File: src/include/adcr_pkg.sv
package adcr_pkg;
  localparam int unsigned ADCR_SYS_CLK_HZ = 200_000_000;
  localparam int unsigned ADCR_RATES = 8;
  localparam int unsigned ADCR_SPS [ADCR_RATES] = '{
    8, 16, 32, 64, 128, 250, 475, 860
  };

  localparam logic [1:0] ADCR_PTR_RESULT = 2'h0;
  localparam logic [1:0] ADCR_PTR_SETUP = 2'h1;
  localparam logic [1:0] ADCR_PTR_LO_THR = 2'h2;
  localparam logic [1:0] ADCR_PTR_HI_THR = 2'h3;

  localparam logic [15:0] ADCR_SETUP_RESET = 16'h8583;
  localparam logic [15:0] ADCR_RESULT_RESET = 16'h0000;
  localparam logic [15:0] ADCR_UNMAPPED_READ = 16'h0000;

  localparam int ADCR_START_BIT = 15;
  localparam int ADCR_PAIR_HI = 14;
  localparam int ADCR_PAIR_LO = 12;
  localparam int ADCR_GAIN_HI = 11;
  localparam int ADCR_GAIN_LO = 9;
  localparam int ADCR_MODE_BIT = 8;
  localparam int ADCR_RATE_HI = 7;
  localparam int ADCR_RATE_LO = 5;
  localparam logic ADCR_MODE_CONT = 1'b0;

  localparam logic [2:0] ADCR_LAST_BIT = 3'h7;

  typedef enum logic [3:0] {
    I_IDLE = 4'b0000,
    I_ADDR = 4'b0001,
    I_AACK = 4'b0010,
    I_PTR = 4'b0011,
    I_PACK = 4'b0100,
    I_WDATA = 4'b0101,
    I_WACK = 4'b0110,
    I_RDATA = 4'b0111,
    I_RACK = 4'b1000
  } adcr_i2c_st_t;

  typedef enum logic {
    C_IDLE = 1'b0,
    C_RUN = 1'b1
  } adcr_cv_st_t;

  typedef struct packed {
    logic scl_q;
    logic sda_q;
    adcr_i2c_st_t ist;
    logic [2:0] bit_cnt;
    logic [7:0] shift;
    logic got_byte;
    logic rw;
    logic [1:0] ptr;
    logic [7:0] hold;
    logic second;
    logic [7:0] tx_lo;
    logic pull;
    logic [14:0] setup;
    logic [15:0] result;
    adcr_cv_st_t cst;
    logic [31:0] cyc;
    logic [31:0] period;
  } adcr_state_t;
endpackage : adcr_pkg

File: src/hdl/adcr_top.sv
`timescale 1ns/1ps
// Operation
// - a 16-bit setup register holds mode, input pair, rate, gain and comparator fields.
// - the setup register answers at pointer one and resets to 8583h.
// - bit 15 reads as conversion status and writes as single-shot start.
// - writing 1 to bit 15 while powered down runs one conversion, writing 0 does nothing.
// - writes to bit 15 during a conversion neither restart nor abort it.
// - bit 15 reads 0 while converting and 1 otherwise, and resets to 1.
// - bits 14:12 choose the input pair, resetting to 000.
// - bits 11:9 choose the full-scale span, resetting to 010.
// - bit 8 at 0 runs continuously, at 1 single-shot with power-down, resetting to 1.
// - bits 7:5 pick 8 to 860 samples per second, resetting to 128.
// - the last written 2-bit pointer selects which register is accessed.
// - the result register holds the latest two's complement value and reads 0 until the first one.
// - register words travel as two bytes, most significant first, both ways.
module adcr_top
  import adcr_pkg::*;
#(
  parameter logic [6:0] DEV_ADDR = 7'h2a,
  parameter int unsigned CLK_HZ = ADCR_SYS_CLK_HZ
) (
  input wire logic sys_clk_i,
  input wire logic srst_i,
  input wire logic scl_i,
  input wire logic sda_i,
  output logic sda_o,
  output logic sda_oe_o,
  input wire logic [15:0] sample_i,
  output logic [2:0] input_pair_select_o,
  output logic [2:0] gain_range_select_o,
  output logic [2:0] sample_rate_select_o,
  output logic continuous_mode_o,
  output logic converting_o
);
  adcr_state_t s_ff;
  adcr_state_t nxt_s;
  logic [1:0] pins_s;
  logic scl_s;
  logic sda_s;

  // the bus clock is only sampled, never used as a clock
  adcr_sync2 #(
    .WIDTH(2)
  ) u_sync (
    .sys_clk_i(sys_clk_i),
    .srst_i(srst_i),
    .async_i({scl_i, sda_i}),
    .sync_o(pins_s)
  );
  assign scl_s = pins_s[1];
  assign sda_s = pins_s[0];

  function automatic logic [31:0] rate_cycles(input logic [2:0] sel);
    logic [31:0] r;
    r = 32'h1;
    for (int i = 0; i < ADCR_RATES; i++) begin
      if (sel == 3'(i)) begin
        r = 32'(CLK_HZ / ADCR_SPS[i]);
      end
    end
    if (r == 32'h0) begin
      r = 32'h1;
    end
    return r;
  endfunction : rate_cycles

  logic scl_rise;
  logic scl_fall;
  logic bus_start;
  logic bus_stop;
  logic busy;
  logic wr_setup;
  logic [15:0] wr_val;
  logic [15:0] rd_word;
  logic [15:0] word;
  logic start_conv;
  logic [2:0] rate_sel;

  always_comb begin
    nxt_s = s_ff;
    scl_rise = scl_s & ~s_ff.scl_q;
    scl_fall = ~scl_s & s_ff.scl_q;
    bus_start = scl_s & s_ff.scl_q & s_ff.sda_q & ~sda_s;
    bus_stop = scl_s & s_ff.scl_q & ~s_ff.sda_q & sda_s;
    busy = (s_ff.cst == C_RUN);
    wr_setup = 1'b0;
    wr_val = 16'h0000;
    word = 16'h0000;
    nxt_s.scl_q = scl_s;
    nxt_s.sda_q = sda_s;
    unique case (s_ff.ptr)
      ADCR_PTR_RESULT: rd_word = s_ff.result;
      ADCR_PTR_SETUP: rd_word = {~busy, s_ff.setup};
      ADCR_PTR_LO_THR: rd_word = ADCR_UNMAPPED_READ;
      ADCR_PTR_HI_THR: rd_word = ADCR_UNMAPPED_READ;
    endcase

    if (bus_start) begin
      nxt_s.ist = I_ADDR;
      nxt_s.bit_cnt = 3'h0;
      nxt_s.got_byte = 1'b0;
      nxt_s.pull = 1'b0;
      nxt_s.second = 1'b0;
    end else if (bus_stop) begin
      nxt_s.ist = I_IDLE;
      nxt_s.pull = 1'b0;
    end else begin
      unique case (s_ff.ist)
        I_IDLE: begin
          nxt_s.pull = 1'b0;
        end
        I_ADDR, I_PTR, I_WDATA: begin
          if (scl_rise) begin
            nxt_s.shift = {s_ff.shift[6:0], sda_s};
            nxt_s.bit_cnt = s_ff.bit_cnt + 3'h1;
            nxt_s.got_byte = (s_ff.bit_cnt == ADCR_LAST_BIT);
          end else if (scl_fall && s_ff.got_byte) begin
            nxt_s.got_byte = 1'b0;
            nxt_s.pull = 1'b1;
            if (s_ff.ist == I_ADDR) begin
              nxt_s.rw = s_ff.shift[0];
              nxt_s.ist = I_AACK;
              if (s_ff.shift[7:1] != DEV_ADDR) begin
                nxt_s.pull = 1'b0;
                nxt_s.ist = I_IDLE;
              end
            end else if (s_ff.ist == I_PTR) begin
              nxt_s.ptr = s_ff.shift[1:0];
              nxt_s.ist = I_PACK;
            end else begin
              nxt_s.ist = I_WACK;
              nxt_s.second = ~s_ff.second;
              if (!s_ff.second) begin
                nxt_s.hold = s_ff.shift;
              end else if (s_ff.ptr == ADCR_PTR_SETUP) begin
                wr_setup = 1'b1;
                wr_val = {s_ff.hold, s_ff.shift};
              end
            end
          end
        end
        I_AACK: begin
          if (scl_fall) begin
            nxt_s.bit_cnt = 3'h0;
            if (s_ff.rw) begin
              // whole word caught at once so both bytes agree
              word = rd_word;
              nxt_s.shift = word[15:8];
              nxt_s.tx_lo = word[7:0];
              nxt_s.second = 1'b1;
              nxt_s.pull = ~word[15];
              nxt_s.ist = I_RDATA;
            end else begin
              nxt_s.pull = 1'b0;
              nxt_s.ist = I_PTR;
            end
          end
        end
        I_PACK, I_WACK: begin
          if (scl_fall) begin
            nxt_s.pull = 1'b0;
            nxt_s.bit_cnt = 3'h0;
            nxt_s.ist = I_WDATA;
          end
        end
        I_RDATA: begin
          if (scl_fall) begin
            nxt_s.bit_cnt = s_ff.bit_cnt + 3'h1;
            if (s_ff.bit_cnt == ADCR_LAST_BIT) begin
              nxt_s.pull = 1'b0;
              nxt_s.ist = I_RACK;
            end else begin
              nxt_s.shift = {s_ff.shift[6:0], 1'b0};
              nxt_s.pull = ~s_ff.shift[6];
            end
          end
        end
        I_RACK: begin
          if (scl_rise && sda_s) begin
            nxt_s.ist = I_IDLE;
          end else if (scl_fall) begin
            // further bytes wrap to a fresh word, high byte again
            word = s_ff.second ? {s_ff.tx_lo, 8'h00} : rd_word;
            nxt_s.shift = word[15:8];
            if (!s_ff.second) begin
              nxt_s.tx_lo = word[7:0];
            end
            nxt_s.second = ~s_ff.second;
            nxt_s.pull = ~word[15];
            nxt_s.bit_cnt = 3'h0;
            nxt_s.ist = I_RDATA;
          end
        end
        default: begin
          nxt_s.pull = 1'b0;
          nxt_s.ist = I_IDLE;
        end
      endcase
    end

    if (wr_setup) begin
      nxt_s.setup = wr_val[14:0];
    end
    rate_sel = wr_setup ? wr_val[ADCR_RATE_HI:ADCR_RATE_LO]
                        : s_ff.setup[ADCR_RATE_HI:ADCR_RATE_LO];
    // start bit only counts when idle; a 0 write is a no-op
    start_conv = ~busy & ((wr_setup & wr_val[ADCR_START_BIT])
                 | (nxt_s.setup[ADCR_MODE_BIT] == ADCR_MODE_CONT));

    unique case (s_ff.cst)
      C_IDLE: begin
        if (start_conv) begin
          nxt_s.cst = C_RUN;
          nxt_s.cyc = 32'h0;
          nxt_s.period = rate_cycles(rate_sel);
        end
      end
      C_RUN: begin
        // rate is fixed per conversion; a change applies to the next
        if (s_ff.cyc >= s_ff.period - 32'h1) begin
          nxt_s.result = sample_i;
          nxt_s.cyc = 32'h0;
          if (nxt_s.setup[ADCR_MODE_BIT] == ADCR_MODE_CONT) begin
            nxt_s.period = rate_cycles(
              nxt_s.setup[ADCR_RATE_HI:ADCR_RATE_LO]);
          end else begin
            nxt_s.cst = C_IDLE;
          end
        end else begin
          nxt_s.cyc = s_ff.cyc + 32'h1;
        end
      end
    endcase
  end

  always_ff @(posedge sys_clk_i) begin
    if (srst_i) begin
      s_ff <= '0;
      s_ff.scl_q <= 1'b1;
      s_ff.sda_q <= 1'b1;
      s_ff.ist <= I_IDLE;
      s_ff.ptr <= ADCR_PTR_RESULT;
      s_ff.setup <= ADCR_SETUP_RESET[14:0];
      s_ff.result <= ADCR_RESULT_RESET;
      s_ff.cst <= C_IDLE;
      s_ff.period <= 32'h1;
    end else begin
      s_ff <= nxt_s;
    end
  end

  // open drain: only ever pulls low
  assign sda_o = 1'b0;
  assign sda_oe_o = s_ff.pull;
  assign input_pair_select_o = s_ff.setup[ADCR_PAIR_HI:ADCR_PAIR_LO];
  assign gain_range_select_o = s_ff.setup[ADCR_GAIN_HI:ADCR_GAIN_LO];
  assign sample_rate_select_o = s_ff.setup[ADCR_RATE_HI:ADCR_RATE_LO];
  assign continuous_mode_o = (s_ff.setup[ADCR_MODE_BIT] == ADCR_MODE_CONT);
  assign converting_o = busy;
endmodule : adcr_top

File: src/hdl/adcr_sync2.sv
`timescale 1ns/1ps
module adcr_sync2 #(
  parameter int WIDTH = 2
) (
  input wire logic sys_clk_i,
  input wire logic srst_i,
  input wire logic [WIDTH-1:0] async_i,
  output logic [WIDTH-1:0] sync_o
);
  typedef struct packed {
    logic [WIDTH-1:0] meta;
    logic [WIDTH-1:0] out;
  } adcr_sync_t;

  adcr_sync_t s_ff;
  adcr_sync_t nxt_s;

  // idle bus level is high, so reset to ones avoids a false start
  always_comb begin
    nxt_s.meta = async_i;
    nxt_s.out = s_ff.meta;
  end

  always_ff @(posedge sys_clk_i) begin
    if (srst_i) begin
      s_ff <= '1;
    end else begin
      s_ff <= nxt_s;
    end
  end

  assign sync_o = s_ff.out;
endmodule : adcr_sync2

File: config.mk
export PLATFORM = sky130hd
export DESIGN_NAME = adcr_top
export DESIGN_NICKNAME = d
export VERILOG_FILES = /design/src/include/adcr_pkg.sv /design/src/hdl/adcr_top.sv /design/src/hdl/adcr_sync2.sv
export SDC_FILE = /design/constraint.sdc
export NUM_CORES = 1
export LEC_CHECK = 0
export BUFFER_PORTS_ARGS = -buffer_cell sky130_fd_sc_hd__buf_2
export CORE_MARGIN = 2
export CORE_UTILIZATION = 57
export CTS_BUF_LIST = sky130_fd_sc_hd__clkbuf_4 sky130_fd_sc_hd__clkbuf_8
export CTS_CLUSTER_SIZE = 28
export DETAILED_ROUTE_END_ITERATION = 6
export PLACE_DENSITY = 0.75
export SETUP_SLACK_MARGIN = 0.15
export SYNTH_ARGS = -nofsm -noshare
export SYNTH_HDL_FRONTEND = slang
export SYNTH_SLANG_ARGS = --single-unit
File: constraint.sdc
create_clock -name sys_clk_i -period 7.65 [get_ports sys_clk_i]
set_clock_uncertainty 0.2 [all_clocks]
set_input_delay 0.765 -clock sys_clk_i [delete_from_list [all_inputs] [get_ports sys_clk_i]]
set_output_delay 0.765 -clock sys_clk_i [all_outputs]
set_load 0.01 [all_outputs]
==> results.json <==
{
  "rsz0062_at_grt": "false",
  "first_iter_violations": 566,
  "drc_errors": 0,
  "diodes": 0,
  "grt_max_degree": 89,
  "slowest_stage": "nor4_1",
  "tns_ps": 0,
  "via_per_inst": 6.10,
  "fin_crit_sh_pct": 70.2,
  "crit_fanout": 25,
  "clockBufferDepth": 2,
  "endpoint_kind": "flip-flop",
  "ys_seq_area_share_pct": 34.1,
  "total_power_uw": 1400,
  "grt_use_total_pct": 26.3,
  "async_reset_ff_share_pct": 0,
  "dpl.hpwl_mm": 12.6,
  "postCtsHoldBufs": 0,
  "required_ps": 7750,
  "cts-buffers-inserted": 17,
  "synth_area_um2": 7750,
  "cts_tree": "done",
  "cp.depth": 13,
  "floorplan.rows": 42,
  "crit_type": "reg2reg",
  "die_w_um": 121,
  "wl_per_cell_um": 16.1,
  "gp_congestion": 0.912,
  "rr_worst_depth": 13,
  "fin_crit_ps": 5370,
  "hold_class": "reg2reg",
  "path_cells": "or4_4 > nor3_4 > nand2_1 > or3_1 > or4_1 > or4_1 > ha_1 > nand4_1 > nor4_1 > a211oi_2 > buf_4 > nand2_1 > o311ai_0",
  "finalSetupViolations": 0,
  "gr-total-overflow": 0,
  "initial_utilization_pct": 58.5,
  "die_area_um2": 14500,
  "grt_pass1_vias": 6293,
  "post-cts-setup-buffers": 0,
  "status": "completed",
  "routed_wl_mm": 18.6,
  "p_leak_uw": 0.00313,
  "syn_area_per_cell_um2": 7.88,
  "ant_nets": 0,
  "relSlewSlack_pct": 28.4,
  "dieHeight_um": 121,
  "synth.net_count": 1040,
  "ctsResizeCount": 0,
  "grt.met3_usage_pct": 4.53,
  "met2_usage_pct": 39.3,
  "io_buffers": 31,
  "max_stage_delay_ps": 820,
  "arrival_ps": 5470,
  "ys.flop_type": "dfxtp_1",
  "critical_path_buf_inv_count": 1,
  "cts_sinks": 132,
  "peakVddDrop_mv": 0.145,
  "first_pass_iters": 5,
  "grt-busiest-layer": "met2",
  "finalHoldViolCount": 0,
  "ys_ff_latch": 132,
  "fmax_mhz": 186,
  "layout-drive-gt1-share_pct": 9.40,
  "antenna_found_initial": 0,
  "path_clk_slew_ps": 80,
  "crit_path_start_kind": "flip-flop",
  "ioPinCount": 33,
  "synth_edf_count": 0,
  "area_delta_synth_final_pct": 7.31,
  "yosys_warnings": 0,
  "via_count": 7051,
  "synthDistinctLibCells": 64,
  "cts_root_buf": "clkbuf_8",
  "coreArea_um2": 13200,
  "grt_pass1_wl_mm": 31.3,
  "grt.met1_usage_pct": 38.6,
  "cp_top_family": "simple AND/OR/NAND/NOR gates",
  "whs_path_depth": 1,
  "power-per-cell-area_nw_per_um2": 168,
  "worst_pin_slew_ps": 1070,
  "clkLatencyLatePin_ps": 450,
  "synth_cells": 984,
  "htreeDepth": 4,
  "drv_slew": 0,
  "drv_cap": 0,
  "fin_nets": 1022
}
[stage by stage]
| stage | worst slack, ps | cell area [µm²] | util, % | hold WS (ps) | std cells |
|---|---|---|---|---|---|
| after floorplan | 2810 | 7750 | - | 189 | 984 |
| after global placement | 2480 | 7880 | 59.5 | 193 | 1123 |
| after detailed placement | 2320 | 7880 | 59.5 | 199 | 1123 |
| after CTS | 2310 | 8320 | 62.8 | 225 | 1155 |
| after global routing | 1880 | 8320 | 62.8 | 240 | 1155 |
| final | 2280 | 8320 | 62.8 | 219 | 1155 |
[path summary, 6_finish.rpt]
check                     end  slack (ps)            start
max reg2reg          s_ff[56]        2280          s_ff[2]
max                  s_ff[56]        2280          s_ff[2]
min reg2reg  u_sync.sync_o[0]         220  u_sync.nxt_s[0]
min          u_sync.sync_o[0]         220  u_sync.nxt_s[0]
[Yosys cell counts (3+ instances only)]
master | n | share of area (%)
o221ai_1 | 3 | 0.34
nand2_1 | 116 | 5.6
nor2b_1 | 10 | 0.81
buf_2 | 7 | 0.45
a22o_1 | 3 | 0.34
and2_1 | 3 | 0.24
buf_1 | 5 | 0.24
ha_1 | 36 | 5.8
nand4_1 | 13 | 1.0
a211oi_1 | 15 | 1.5
a31oi_1 | 15 | 1.2
and4_1 | 5 | 0.56
or2_2 | 5 | 0.40
nand2b_1 | 9 | 0.73
a21o_1 | 5 | 0.48
inv_1 | 19 | 0.92
nor3_1 | 37 | 2.4
o311ai_0 | 7 | 0.79
or4_1 | 13 | 1.3
or3_1 | 12 | 0.97
nand3b_1 | 7 | 0.68
a21oi_1 | 75 | 4.8
o22ai_1 | 3 | 0.24
nor2_1 | 93 | 4.5
dfxtp_1 | 132 | 34
o211ai_1 | 10 | 0.97
mux2i_1 | 44 | 5.7
o31ai_1 | 9 | 0.87
xor2_1 | 10 | 1.1
buf_4 | 10 | 0.97
o211a_1 | 4 | 0.52
a221oi_1 | 10 | 1.1
a311oi_1 | 3 | 0.34
nor4_1 | 8 | 0.65
and3_1 | 10 | 0.81
o21ai_0 | 52 | 3.4
xnor2_1 | 27 | 3.1
nand3_1 | 50 | 3.2
clkbuf_1 | 55 | 2.7
[logic make-up (layout without fill, tap and decap cells)]
group	count (synthesis)	in the layout	synth area share [%]
other cells	1	1	0.0484
flops	132	132	34.1
mux	45	45	5.83
buf+inv	97	92	5.39
simple gates	401	401	25.2
fa+ha+maj	36	36	5.81
xor+xnor	37	37	4.18
compound gates	235	235	19.4
[metal layers]
metal | part of all wire, % | routed length [µm] | up-vias
li1 | - | - | 3533
met1 | 49 | 9190 | 3286
met2 | 44 | 8170 | 209
met3 | 5.6 | 1040 | 23
met4 | 1.2 | 219 | 0
met5 | 0 | 0 | -
[sequential cells by signal (all words and copies together) (netlist names)]
| name | cells |
|---|---|
| s_ff | 117 |
| gain_range_select_o | 3 |
| input_pair_select_o | 3 |
| sample_rate_select_o | 3 |
| u_sync.nxt_s | 2 |
| u_sync.sync_o | 2 |
| converting_o | 1 |
| sda_oe_o | 1 |
[final cells by class]
cell class,instances,area (µm²)
clock buffers,20,269
clock inverters,12,166
fillers,1183,4920
inverters,19,71.3
multi-input cells,755,4720
flip-flops and latches,132,2640
well taps,176,220
repair buffers,41,230
[cells in the final DEF, fill, tap and decap left out, drive strengths merged, types with 13 or more instances in the layout]
cell,Yosys,routed
dfxtp,132,132
nand2,117,117
nor2,93,93
a21oi,75,75
o21ai,52,52
nand3,50,50
mux2i,44,44
buf,23,41
nor3,38,38
ha,36,36
xnor2,27,27
inv,19,24
clkbuf,55,20
a211oi,17,17
a31oi,15,15
or4,15,15
nand4,13,13
or3,13,13
[power breakdown]
part | total (µW) | switching, µW | internal, µW
Clock | 649 | 299 | 350
Sequential | 698 | 7.73 | 690
Combinational | 49.7 | 32.6 | 17.1
Total | 1400 | 339 | 1060
Note: power is estimated with default switching activity, not from simulation.
